--- src/bsd_defs.svh ---
// Constants for the start-I/O decoder of the bisync communications controller
`ifndef BSD_DEFS_SVH
`define BSD_DEFS_SVH

// ------------------------------------------------------------------
// Instruction word layout (word bit 23 is instruction bit 0)
// ------------------------------------------------------------------
`define BSD_OP_HI 23
`define BSD_OP_LO 16
`define BSD_DEV_HI 15
`define BSD_DEV_LO 12
`define BSD_MOD_BIT 11
`define BSD_FN_HI 10
`define BSD_FN_LO 8
`define BSD_CTL_HI 7
`define BSD_CTL_LO 0
`define BSD_OP_SIO 8'hF3
`define BSD_DEV_ADDR 4'h2

// ------------------------------------------------------------------
// Function field codes
// ------------------------------------------------------------------
`define BSD_FN_CTL 3'h0
`define BSD_FN_RX 3'h1
`define BSD_FN_TXRX 3'h2
`define BSD_FN_IRX 3'h3
`define BSD_FN_MCTL 3'h5
`define BSD_FN_DUMP 3'h6

// ------------------------------------------------------------------
// Control set bytes
// ------------------------------------------------------------------
`define BSD_C_INT_EN 8'h01
`define BSD_C_LOAD_BUF 8'h02
`define BSD_C_INIT_LOAD 8'h08
`define BSD_C_SC_EN 8'h10
`define BSD_C_MRST_SET 8'h20
`define BSD_C_ATT_EN 8'h40
`define BSD_C_INT_DIS 8'h81
`define BSD_C_INT_CLR 8'h82
`define BSD_C_START_CLK 8'h88
`define BSD_C_SC_DIS 8'h90
`define BSD_C_MRST_CLR 8'hA0
`define BSD_C_ATT_DIS 8'hC0

// ------------------------------------------------------------------
// Microcontroller set bytes
// ------------------------------------------------------------------
`define BSD_M_TMR_START 8'h01
`define BSD_M_TRC_START 8'h08
`define BSD_M_TEST_ON 8'h40
`define BSD_M_TMR_CANCEL 8'h81
`define BSD_M_LINE_DIS 8'h82
`define BSD_M_TRC_STOP 8'h84
`define BSD_M_POLL_STOP 8'hA0
`define BSD_M_TEST_OFF 8'hC0

// ------------------------------------------------------------------
// Register word indices (byte address is four times the index)
// ------------------------------------------------------------------
`define BSD_REG_CMD 3'h0
`define BSD_REG_STATUS 3'h1
`define BSD_REG_UPBUF 3'h2
`define BSD_REG_TRACE 3'h3

// ------------------------------------------------------------------
// Timing
// ------------------------------------------------------------------
`define BSD_CLK_HZ 25000000
`define BSD_TIMER_SEC 2
`define BSD_TRACE_DEPTH 16

`endif

--- src/bsd_pkg.sv ---
// Types shared by the start-I/O decoder modules
package bsd_pkg;

  typedef enum logic [2:0] {
    BSD_NONE,
    BSD_CTL,
    BSD_RX,
    BSD_TXRX,
    BSD_IRX,
    BSD_MCTL,
    BSD_DUMP
  } bsd_func_e;

  typedef enum logic {
    BSD_DS_IDLE,
    BSD_DS_DUMP
  } bsd_dump_e;

endpackage : bsd_pkg

--- src/bsd_cmd_if.sv ---
// Carrier between the register front end and the instruction decoder
`timescale 1ns/10ps
interface bsd_cmd_if;
  import bsd_pkg::*;
  logic go;
  logic [23:0] word;
  logic hit;
  bsd_func_e func;
  logic [7:0] ctl;
  modport src (output go, output word, input hit, input func, input ctl);
  modport dec (input go, input word, output hit, output func, output ctl);
endinterface : bsd_cmd_if

--- src/bsd_decode.sv ---
// Combinational decode of a start-I/O instruction word
`timescale 1ns/10ps
`include "bsd_defs.svh"
module bsd_decode (
  // Command carrier
  bsd_cmd_if.dec cmd
);
  import bsd_pkg::*;

  always_comb begin
    cmd.hit = cmd.go
      && (cmd.word[`BSD_OP_HI:`BSD_OP_LO] == `BSD_OP_SIO)
      && (cmd.word[`BSD_DEV_HI:`BSD_DEV_LO] == `BSD_DEV_ADDR)
      && !cmd.word[`BSD_MOD_BIT];
    cmd.ctl = cmd.word[`BSD_CTL_HI:`BSD_CTL_LO];
    unique case (cmd.word[`BSD_FN_HI:`BSD_FN_LO])
      `BSD_FN_CTL: cmd.func = BSD_CTL;
      `BSD_FN_RX: cmd.func = BSD_RX;
      `BSD_FN_TXRX: cmd.func = BSD_TXRX;
      `BSD_FN_IRX: cmd.func = BSD_IRX;
      `BSD_FN_MCTL: cmd.func = BSD_MCTL;
      `BSD_FN_DUMP: cmd.func = BSD_DUMP;
      default: cmd.func = BSD_NONE; // see (RULE20)
    endcase
  end

endmodule : bsd_decode

--- src/bsd_sio_decoder.sv ---
// Start-I/O decoder of the bisync communications controller, Wishbone front end
// Contract
// (RULE1) Only operation code F3 is decoded as a start-I/O command.
// (RULE2) Fields: device address, modifier at bit 12, function, control byte from 16.
// (RULE3) Respond only to device address 0010 with modifier bit zero.
// (RULE4) Function 000 selects attachment control actions by control byte.
// (RULE5) Function 001 receive only, 010 transmit and receive, 011 initial receive.
// (RULE6) Function 101 selects microcontroller actions by control byte.
// (RULE7) Function 110 dumps the service trace to the processor.
// (RULE8) Control 01 enables, 81 disables interrupts, 82 clears pending interrupt.
// (RULE9) Control 02 loads the microcontroller-to-processor buffer.
// (RULE10) Control 08 sets the initial microprogram load condition.
// (RULE11) Control 10 enables, 90 disables single-cycle mode.
// (RULE12) Control 20 asserts, A0 removes microcontroller reset.
// (RULE13) Control 40 enables, C0 disables the attachment.
// (RULE14) Control 88 issues one microcontroller start clock pulse.
// (RULE15) Micro set 01 starts the two-second timer, 81 cancels it.
// (RULE16) Micro set 08 starts the service trace, 84 stops it.
// (RULE17) Micro set 40 turns test mode on, C0 turns it off.
// (RULE18) Micro set 82 disables the selected communication line.
// (RULE19) Micro set A0 stops polling.
// (RULE20) Unused or unlisted codes change no state. The code records them in the service trace while tracing.
// (RULE21) In single-cycle mode the microcontroller steps once per start pulse.
// (RULE22) Interrupt request shows only while enabled and pending.
//
// Register access over Wishbone and the register offsets are this design's own decisions.
`timescale 1ns/10ps
`include "bsd_defs.svh"
module bsd_sio_decoder #(
  parameter int unsigned TIMER_CYCLES = `BSD_TIMER_SEC * `BSD_CLK_HZ,
  parameter int TRACE_DEPTH = `BSD_TRACE_DEPTH
) (
  // Clock and reset
  input wire logic clk_i,
  input wire logic rst_i,
  // Wishbone slave
  input wire logic wb_cyc_i,
  input wire logic wb_stb_i,
  input wire logic wb_we_i,
  input wire logic [7:0] wb_adr_i,
  input wire logic [3:0] wb_sel_i,
  input wire logic [31:0] wb_dat_i,
  output logic [31:0] wb_dat_o,
  output logic wb_ack_o,
  // Microcontroller side
  input wire logic int_event_i,
  input wire logic init_load_done_i,
  input wire logic [7:0] micro_data_i,
  output logic micro_reset_o,
  output logic initial_microprogram_load_o,
  output logic single_cycle_o,
  output logic micro_step_o,
  output logic attach_en_o,
  output logic load_buf_o,
  output logic test_mode_o,
  output logic trace_on_o,
  output logic timer_expired_o,
  // Line operations
  output logic line_rx_o,
  output logic line_txrx_o,
  output logic line_irx_o,
  output logic [7:0] line_ctl_o,
  output logic line_disable_o,
  output logic poll_stop_o,
  // Processor interrupt
  output logic irq_o
);
  import bsd_pkg::*;

  localparam int TW = $clog2(TIMER_CYCLES + 1);
  localparam int PW = $clog2(TRACE_DEPTH + 1);

  // ------------------------------------------------------------------
  // Wishbone access strobes
  // ------------------------------------------------------------------
  logic req;
  logic wr_fire;
  logic rd_take;
  logic [2:0] reg_idx;
  logic adr_hi_zero;

  assign req = wb_cyc_i && wb_stb_i;
  assign reg_idx = wb_adr_i[4:2];
  assign adr_hi_zero = (wb_adr_i[7:5] == 3'h0) && (wb_adr_i[1:0] == 2'h0);
  // Writes act at the edge where the master sees ack
  assign wr_fire = req && wb_we_i && wb_ack_o;
  // Read data is captured as ack is raised
  assign rd_take = req && !wb_we_i && !wb_ack_o;

  always_ff @(posedge clk_i) begin
    if (rst_i) begin
      wb_ack_o <= 1'b0;
    end else begin
      wb_ack_o <= req && !wb_ack_o;
    end
  end

  // ------------------------------------------------------------------
  // Instruction decode
  // ------------------------------------------------------------------
  bsd_cmd_if cmd ();

  // The whole 24-bit word must be written at once to issue a command
  assign cmd.go = wr_fire && adr_hi_zero && (reg_idx == `BSD_REG_CMD)
    && (wb_sel_i[2:0] == 3'h7);
  assign cmd.word = wb_dat_i[23:0];

  bsd_decode u_decode (
    .cmd(cmd)
  ); // see (RULE1) see (RULE2) see (RULE3)

  logic ctl_hit;
  logic mctl_hit;
  assign ctl_hit = cmd.hit && (cmd.func == BSD_CTL); // see (RULE4)
  assign mctl_hit = cmd.hit && (cmd.func == BSD_MCTL); // see (RULE6)

  // Control set action strobes; unlisted bytes match nothing
  logic c_int_en, c_int_dis, c_int_clr, c_load, c_init_load, c_sc_en, c_sc_dis;
  logic c_mrst_set, c_mrst_clr, c_att_en, c_att_dis, c_start_clk;
  assign c_int_en = ctl_hit && (cmd.ctl == `BSD_C_INT_EN); // see (RULE8)
  assign c_int_dis = ctl_hit && (cmd.ctl == `BSD_C_INT_DIS); // see (RULE8)
  assign c_int_clr = ctl_hit && (cmd.ctl == `BSD_C_INT_CLR); // see (RULE8)
  assign c_load = ctl_hit && (cmd.ctl == `BSD_C_LOAD_BUF); // see (RULE9)
  assign c_init_load = ctl_hit && (cmd.ctl == `BSD_C_INIT_LOAD); // see (RULE10)
  assign c_sc_en = ctl_hit && (cmd.ctl == `BSD_C_SC_EN); // see (RULE11)
  assign c_sc_dis = ctl_hit && (cmd.ctl == `BSD_C_SC_DIS); // see (RULE11)
  assign c_mrst_set = ctl_hit && (cmd.ctl == `BSD_C_MRST_SET); // see (RULE12)
  assign c_mrst_clr = ctl_hit && (cmd.ctl == `BSD_C_MRST_CLR); // see (RULE12)
  assign c_att_en = ctl_hit && (cmd.ctl == `BSD_C_ATT_EN); // see (RULE13)
  assign c_att_dis = ctl_hit && (cmd.ctl == `BSD_C_ATT_DIS); // see (RULE13)
  assign c_start_clk = ctl_hit && (cmd.ctl == `BSD_C_START_CLK); // see (RULE14)

  // Microcontroller set action strobes
  logic m_tmr_start, m_tmr_cancel, m_trc_start, m_trc_stop;
  logic m_test_on, m_test_off, m_line_dis, m_poll_stop;
  assign m_tmr_start = mctl_hit && (cmd.ctl == `BSD_M_TMR_START); // see (RULE15)
  assign m_tmr_cancel = mctl_hit && (cmd.ctl == `BSD_M_TMR_CANCEL); // see (RULE15)
  assign m_trc_start = mctl_hit && (cmd.ctl == `BSD_M_TRC_START); // see (RULE16)
  assign m_trc_stop = mctl_hit && (cmd.ctl == `BSD_M_TRC_STOP); // see (RULE16)
  assign m_test_on = mctl_hit && (cmd.ctl == `BSD_M_TEST_ON); // see (RULE17)
  assign m_test_off = mctl_hit && (cmd.ctl == `BSD_M_TEST_OFF); // see (RULE17)
  assign m_line_dis = mctl_hit && (cmd.ctl == `BSD_M_LINE_DIS); // see (RULE18)
  assign m_poll_stop = mctl_hit && (cmd.ctl == `BSD_M_POLL_STOP); // see (RULE19)

  // ------------------------------------------------------------------
  // Interrupt enable and pending
  // ------------------------------------------------------------------
  logic int_en;
  logic int_pend;

  always_ff @(posedge clk_i) begin
    if (rst_i) begin
      int_en <= 1'b0;
    end else if (c_int_en) begin
      int_en <= 1'b1;
    end else if (c_int_dis) begin
      int_en <= 1'b0;
    end
  end

  // A new event in the clearing cycle keeps the interrupt pending
  always_ff @(posedge clk_i) begin
    if (rst_i) begin
      int_pend <= 1'b0;
    end else if (int_event_i) begin
      int_pend <= 1'b1;
    end else if (c_int_clr) begin
      int_pend <= 1'b0; // see (RULE8)
    end
  end

  always_ff @(posedge clk_i) begin
    if (rst_i) begin
      irq_o <= 1'b0;
    end else begin
      irq_o <= int_en && int_pend; // see (RULE22)
    end
  end

  // ------------------------------------------------------------------
  // Attachment and microcontroller control levels
  // ------------------------------------------------------------------
  always_ff @(posedge clk_i) begin
    if (rst_i) begin
      attach_en_o <= 1'b0;
    end else if (c_att_en) begin
      attach_en_o <= 1'b1;
    end else if (c_att_dis) begin
      attach_en_o <= 1'b0;
    end
  end

  always_ff @(posedge clk_i) begin
    if (rst_i) begin
      micro_reset_o <= 1'b0;
    end else if (c_mrst_set) begin
      micro_reset_o <= 1'b1;
    end else if (c_mrst_clr) begin
      micro_reset_o <= 1'b0;
    end
  end

  always_ff @(posedge clk_i) begin
    if (rst_i) begin
      single_cycle_o <= 1'b0;
    end else if (c_sc_en) begin
      single_cycle_o <= 1'b1;
    end else if (c_sc_dis) begin
      single_cycle_o <= 1'b0;
    end
  end

  // Load condition holds until the microcontroller reports it done
  always_ff @(posedge clk_i) begin
    if (rst_i) begin
      initial_microprogram_load_o <= 1'b0;
    end else if (c_init_load) begin
      initial_microprogram_load_o <= 1'b1;
    end else if (init_load_done_i) begin
      initial_microprogram_load_o <= 1'b0;
    end
  end

  // Free running unless held in reset or stepped one cycle at a time
  always_ff @(posedge clk_i) begin
    if (rst_i) begin
      micro_step_o <= 1'b0;
    end else if (micro_reset_o) begin
      micro_step_o <= 1'b0;
    end else if (single_cycle_o) begin
      micro_step_o <= c_start_clk; // see (RULE21)
    end else begin
      micro_step_o <= 1'b1;
    end
  end

  always_ff @(posedge clk_i) begin
    if (rst_i) begin
      test_mode_o <= 1'b0;
    end else if (m_test_on) begin
      test_mode_o <= 1'b1;
    end else if (m_test_off) begin
      test_mode_o <= 1'b0;
    end
  end

  // ------------------------------------------------------------------
  // One-cycle command pulses to line and microcontroller logic
  // ------------------------------------------------------------------
  always_ff @(posedge clk_i) begin
    if (rst_i) begin
      line_rx_o <= 1'b0;
      line_txrx_o <= 1'b0;
      line_irx_o <= 1'b0;
      line_disable_o <= 1'b0;
      poll_stop_o <= 1'b0;
      load_buf_o <= 1'b0;
    end else begin
      line_rx_o <= cmd.hit && (cmd.func == BSD_RX); // see (RULE5)
      line_txrx_o <= cmd.hit && (cmd.func == BSD_TXRX); // see (RULE5)
      line_irx_o <= cmd.hit && (cmd.func == BSD_IRX); // see (RULE5)
      line_disable_o <= m_line_dis;
      poll_stop_o <= m_poll_stop;
      load_buf_o <= c_load;
    end
  end

  // Control byte that travels with a line operation
  always_ff @(posedge clk_i) begin
    if (rst_i) begin
      line_ctl_o <= 8'h00;
    end else if (cmd.hit && ((cmd.func == BSD_RX) || (cmd.func == BSD_TXRX)
        || (cmd.func == BSD_IRX))) begin
      line_ctl_o <= cmd.ctl;
    end
  end

  // Buffer that carries a byte from the microcontroller to the processor
  logic [7:0] up_buf;
  always_ff @(posedge clk_i) begin
    if (rst_i) begin
      up_buf <= 8'h00;
    end else if (c_load) begin
      up_buf <= micro_data_i; // see (RULE9)
    end
  end

  // ------------------------------------------------------------------
  // Two-second timer
  // ------------------------------------------------------------------
  logic tmr_run;
  logic tmr_exp;
  logic tmr_done;

  bsd_timer #(
    .CYCLES(TIMER_CYCLES),
    .W(TW)
  ) u_timer (
    .clk_i(clk_i),
    .rst_i(rst_i),
    .start_i(m_tmr_start),
    .cancel_i(m_tmr_cancel),
    .running_o(tmr_run),
    .expired_o(tmr_exp)
  ); // see (RULE15)

  always_ff @(posedge clk_i) begin
    if (rst_i) begin
      timer_expired_o <= 1'b0;
    end else begin
      timer_expired_o <= tmr_exp;
    end
  end

  // Sticky expiry flag; expiry wins over a clearing command
  always_ff @(posedge clk_i) begin
    if (rst_i) begin
      tmr_done <= 1'b0;
    end else if (tmr_exp) begin
      tmr_done <= 1'b1;
    end else if (m_tmr_start || m_tmr_cancel) begin
      tmr_done <= 1'b0;
    end
  end

  // ------------------------------------------------------------------
  // Service trace capture and dump
  // ------------------------------------------------------------------
  logic [23:0] trace_mem [TRACE_DEPTH];
  logic [PW-1:0] trace_cnt;
  logic [PW-1:0] rd_ptr;
  bsd_dump_e dump_state;
  logic trace_rd;

  assign trace_rd = rd_take && adr_hi_zero && (reg_idx == `BSD_REG_TRACE)
    && (dump_state == BSD_DS_DUMP);

  always_ff @(posedge clk_i) begin
    if (rst_i) begin
      trace_on_o <= 1'b0;
    end else if (m_trc_start) begin
      trace_on_o <= 1'b1; // see (RULE16)
    end else if (m_trc_stop) begin
      trace_on_o <= 1'b0;
    end
  end

  // Each decoded instruction other than a trace start is recorded while tracing, until full
  always_ff @(posedge clk_i) begin
    if (rst_i) begin
      trace_cnt <= '0;
    end else if (m_trc_start) begin
      trace_cnt <= '0;
    end else if (trace_on_o && cmd.hit && (trace_cnt < PW'(TRACE_DEPTH))) begin
      trace_mem[trace_cnt[PW-2:0]] <= cmd.word;
      trace_cnt <= trace_cnt + 1'b1;
    end
  end

  always_ff @(posedge clk_i) begin
    if (rst_i) begin
      dump_state <= BSD_DS_IDLE;
      rd_ptr <= '0;
    end else begin
      unique case (dump_state)
        BSD_DS_IDLE: begin
          if (cmd.hit && (cmd.func == BSD_DUMP) && (trace_cnt != '0)) begin
            dump_state <= BSD_DS_DUMP; // see (RULE7)
            rd_ptr <= '0;
          end
        end
        BSD_DS_DUMP: begin
          if (trace_rd) begin
            rd_ptr <= rd_ptr + 1'b1;
            if (rd_ptr + 1'b1 >= trace_cnt) begin
              dump_state <= BSD_DS_IDLE;
            end
          end
        end
      endcase
    end
  end

  // ------------------------------------------------------------------
  // Register read path
  // ------------------------------------------------------------------
  logic [31:0] status_word;
  assign status_word = {11'h000, trace_cnt[4:0] & 5'h1F, 5'h00,
    (dump_state == BSD_DS_DUMP), test_mode_o, trace_on_o, tmr_done, tmr_run,
    initial_microprogram_load_o, micro_reset_o, single_cycle_o, attach_en_o,
    int_pend, int_en};

  always_ff @(posedge clk_i) begin
    if (rst_i) begin
      wb_dat_o <= 32'h00000000;
    end else if (rd_take) begin
      wb_dat_o <= 32'h00000000;
      if (adr_hi_zero) begin
        unique case (reg_idx)
          `BSD_REG_STATUS: wb_dat_o <= status_word;
          `BSD_REG_UPBUF: wb_dat_o <= {24'h000000, up_buf};
          `BSD_REG_TRACE: begin
            if (dump_state == BSD_DS_DUMP) begin
              wb_dat_o <= {8'h00, trace_mem[rd_ptr[PW-2:0]]};
            end
          end
          default: wb_dat_o <= 32'h00000000;
        endcase
      end
    end
  end

endmodule : bsd_sio_decoder

--- src/bsd_timer.sv ---
// One-shot interval timer with start and cancel
`timescale 1ns/10ps
module bsd_timer #(
  parameter int unsigned CYCLES = 50000000,
  parameter int W = 26
) (
  // Clock and reset
  input wire logic clk_i,
  input wire logic rst_i,
  // Control
  input wire logic start_i,
  input wire logic cancel_i,
  // Status
  output logic running_o,
  output logic expired_o
);

  logic [W-1:0] count;

  always_ff @(posedge clk_i) begin
    expired_o <= 1'b0;
    if (rst_i || cancel_i) begin
      running_o <= 1'b0;
      count <= '0;
    end else if (start_i) begin
      running_o <= 1'b1;
      count <= W'(CYCLES - 1);
    end else if (running_o) begin
      if (count == '0) begin
        running_o <= 1'b0;
        expired_o <= 1'b1;
      end else begin
        count <= count - 1'b1;
      end
    end
  end

endmodule : bsd_timer

--- config.mk ---
export PLATFORM = sky130hd
export DESIGN_NAME = bsd_sio_decoder
export DESIGN_NICKNAME = d
export VERILOG_FILES = /design/src/bsd_pkg.sv /design/src/bsd_cmd_if.sv /design/src/bsd_decode.sv /design/src/bsd_sio_decoder.sv /design/src/bsd_timer.sv
export VERILOG_INCLUDE_DIRS = /design/src
export SDC_FILE = /design/constraint.sdc
export NUM_CORES = 1
export LEC_CHECK = 0
export BUFFER_PORTS_ARGS = -buffer_cell sky130_fd_sc_hd__clkbuf_2
export CAP_MARGIN = 0
export CORE_AREA = 2 2 257 259
export DETAILED_ROUTE_END_ITERATION = 10
export DIE_AREA = 0 0 259 261
export SLEW_MARGIN = 10
export SYNTH_ARGS = -nofsm -noshare
export SYNTH_HDL_FRONTEND = slang
export SYNTH_SLANG_ARGS = --single-unit
--- constraint.sdc ---
create_clock -name clk_i -period 3.7 [get_ports clk_i]
set_input_delay 0.185 -clock clk_i [delete_from_list [all_inputs] [get_ports clk_i]]
set_output_delay 0.185 -clock clk_i [all_outputs]
set_load 0.01 [all_outputs]
==> flow_summary.yaml <==
outcome:
  status: "finished, final reports clean"
setup_path:
  worstPathArrival_ns: 3.29
  cp.required_ns: 3.99
  end_kind: "flip-flop"
  worstPathCellList: "dlygate4sd3_1 > clkbuf_2 > or4_1 > nor4_1 > and3_1 > nand3_1 > nor3_4 > buf_4"
  path_max_fanout: 10
  cp_slowest_stage_delay_ns: 0.55
  critPathKind: "input port to flip-flop"
  crit_slowest_cell: "dlygate4sd3_1"
  path_buf_inv: 3
  critPathTopFamily: "simple AND/OR/NAND/NOR gates"
  critPathLaunchType: "input port"
yosys:
  netlist.area_leader.share_pct: 59.77
  synthTopCellsByArea: "edfxtp_1, mux4_2, dfxtp_1"
  avgSynthCellArea_um2: 17.13
  syn_area_um2: 19290
  yosys_most_used_dff: "edfxtp_1"
  ys_seq_elements: 486
  yosysMostFrequentCell: "edfxtp_1"
  ys_seq_area_share_pct: 70.36
  ys_types: 64
  synth_top_area_cell: "edfxtp_1"
  synth_edf_count: 384
  synthTopCellsByCount: "edfxtp_1, dfxtp_1, mux4_2"
  ys_async_sr_fraction_pct: 0
  ys_warn_count: 0
  netlist_instances: 1126
finish:
  finalNetCount: 1354
  nFillCells: 6076
  area_growth_syn_to_layout_pct: 19.16
  utilization_pct: 35.34
  drive_above_1_share_pct: 27.74
sta:
  finalCriticalPeriod_ns: 3.000
  tightest_slew_ns: 0.8972
  grt_setup_unrepaired: "false"
  slew_violations: 0
  clock.fmax_ghz: 0.3334
  relSlewSlack_pct: 40.06
  period_share_pct: 81.07
  final_hold_viol_count: 0
  setup_viol: 0
  fin_skew_ns: 0.02758
  fin_tns_setup_ns: 0
  holdWs_ns: 0.03854
place:
  dp_hpwl_mm: 31.39
  gp_congestion: 0.7988
  portBuffers: 97
floorplanning:
  row_count: 94
  die_w_um: 259
  die_area_um2: 67600
  core-area_um2: 65040
  start_util_pct: 29.66
  die_h_um: 261
  pin_count: 115
cts:
  clk_latency_ns: 0.61
  post_cts_resized: 0
  cts.sinks: 486
  clock_path_buffers: 3
  ctsHoldBuffers: 15
  cts_tree: "yes"
  numCtsBuffers: 48
  clkTransAtPathRegs_ns: 0.06
  post_cts_buffers: 0
  clockRootBuffer: "clkbuf_16"
  htreeDepth: 2
global_routing:
  grt_max_degree: 45
  antenna_found_initial: 0
  overflow: 0
  track_usage_pct: 14.41
  grt_pass1_vias: 11144
  grt_pass1_wl_mm: 72.47
power_and_ir_drop:
  p_leak_nw: 7.359
  powerDensity_nw_per_um2: 484.2
  switchingPower_mw: 2.261
  seqPwrFrac_pct: 52.9
  switching_share_pct: 20.32
  internal_power_mw: 8.868
  ir_worst_vdd_v: 0.0003293
  p_clk_share_pct: 45.4
  p_total_mw: 11.13
  pwr-share-comb_pct: 1.7
route:
  wire_per_inst_um: 22.32
  via_per_inst: 5.011
  drc: 0
  vias: 10964
  drt_iter0_markers: 1088
  postRouteAntennaNets: 0
  dr.pass1.iters: 6
  wirelength_mm: 48.84
worst_hold_path:
  hold_class: "input port to flip-flop"
job:
  cap_violations: 0
==> metal layers <==
layer,vias up,global-route usage (%),wire [um]
met2,334,23.63,23620
met4,0,3.693,763
met1,5704,19.88,21610
met3,51,2.449,2848
met5,-,0,0
li1,4875,-,-
==> power groups by stage <==
| stage | logic, mW | registers [mW] | clock network (mW) |
|---|---|---|---|
| after floorplan | 0.0497 | 6.00 | 0 |
| after global placement | 0.171 | 6.00 | 0 |
| after detailed placement | 0.178 | 6.00 | 0 |
| after CTS | 0.191 | 5.88 | 5.15 |
| after global routing | 0.209 | 5.88 | 5.36 |
| final | 0.191 | 5.88 | 5.06 |
==> worst paths after layout <==
kind / startpoint / end / slack (ns) / depth (start not counted)
max: wb_dat_i[18] / trace_mem[1][4] / 0.70 / 8
min: wb_dat_i[19] / trace_mem[15][19] / 0.04 / 1
max reg2reg: u_timer.count[3] / u_timer.count[4] / 0.79 / 6
min reg2reg: wb_dat_o[14] / wb_dat_o[14] / 0.48 / 1
==> state kept, by name, summed over array words and instances (netlist names), 5 cells and up, named ones only <==
name,count
u_timer.count,26
trace_mem,384
up_buf,8
trace_cnt,5
wb_dat_o,24
rd_ptr,5
line_ctl_o,8
==> layout by cell type (no fill, tap or decap), drive strengths merged, types with 18 or more instances in the layout <==
cell	netlist	final
mux4	97	97
nor2	60	60
a21oi	33	33
clkinv	0	24
clkbuf	38	156
buf	30	56
mux2i	37	37
nand3	18	18
nand2	44	44
dfxtp	102	102
edfxtp	384	384
==> metrics by stage <==
step	cells	worst slack, ns	instance area, um^2
after global routing	2187	0.4999	22980
after floorplan	1133	0.2600	19340
after detailed placement	2082	0.3674	21200
after global placement	2082	0.3631	21200
after CTS	2187	0.6694	22980
final	2188	0.7003	22990
==> cell type report <==
type | instances | area (um^2) | area share (%)
Inverter | 12 | 45.04 | 0.1960
Antenna cell | 1 | 2.502 | 0.01089
Timing Repair Buffer | 168 | 1144 | 4.975
Tap cell | 864 | 1081 | 4.703
Clock inverter | 31 | 370.4 | 1.611
Sequential cell | 486 | 13580 | 59.09
Clock buffer | 59 | 1264 | 5.497
Multi-Input combinational cell | 567 | 5498 | 23.92
==> cells by family (layout without fill, tap and decap cells) <==
group | count (synthesis) | in the layout | synth area share, %
compound gates | 143 | 143 | 5.286
xor+xnor | 20 | 20 | 0.9080
fa+ha+maj | 12 | 12 | 0.7783
buf+inv | 80 | 270 | 1.894
flops | 486 | 486 | 70.36
mux | 142 | 142 | 13.71
other cells | 1 | 9 | 0.01944
simple gates | 242 | 242 | 7.044
(Power assumes the default switching activity.)
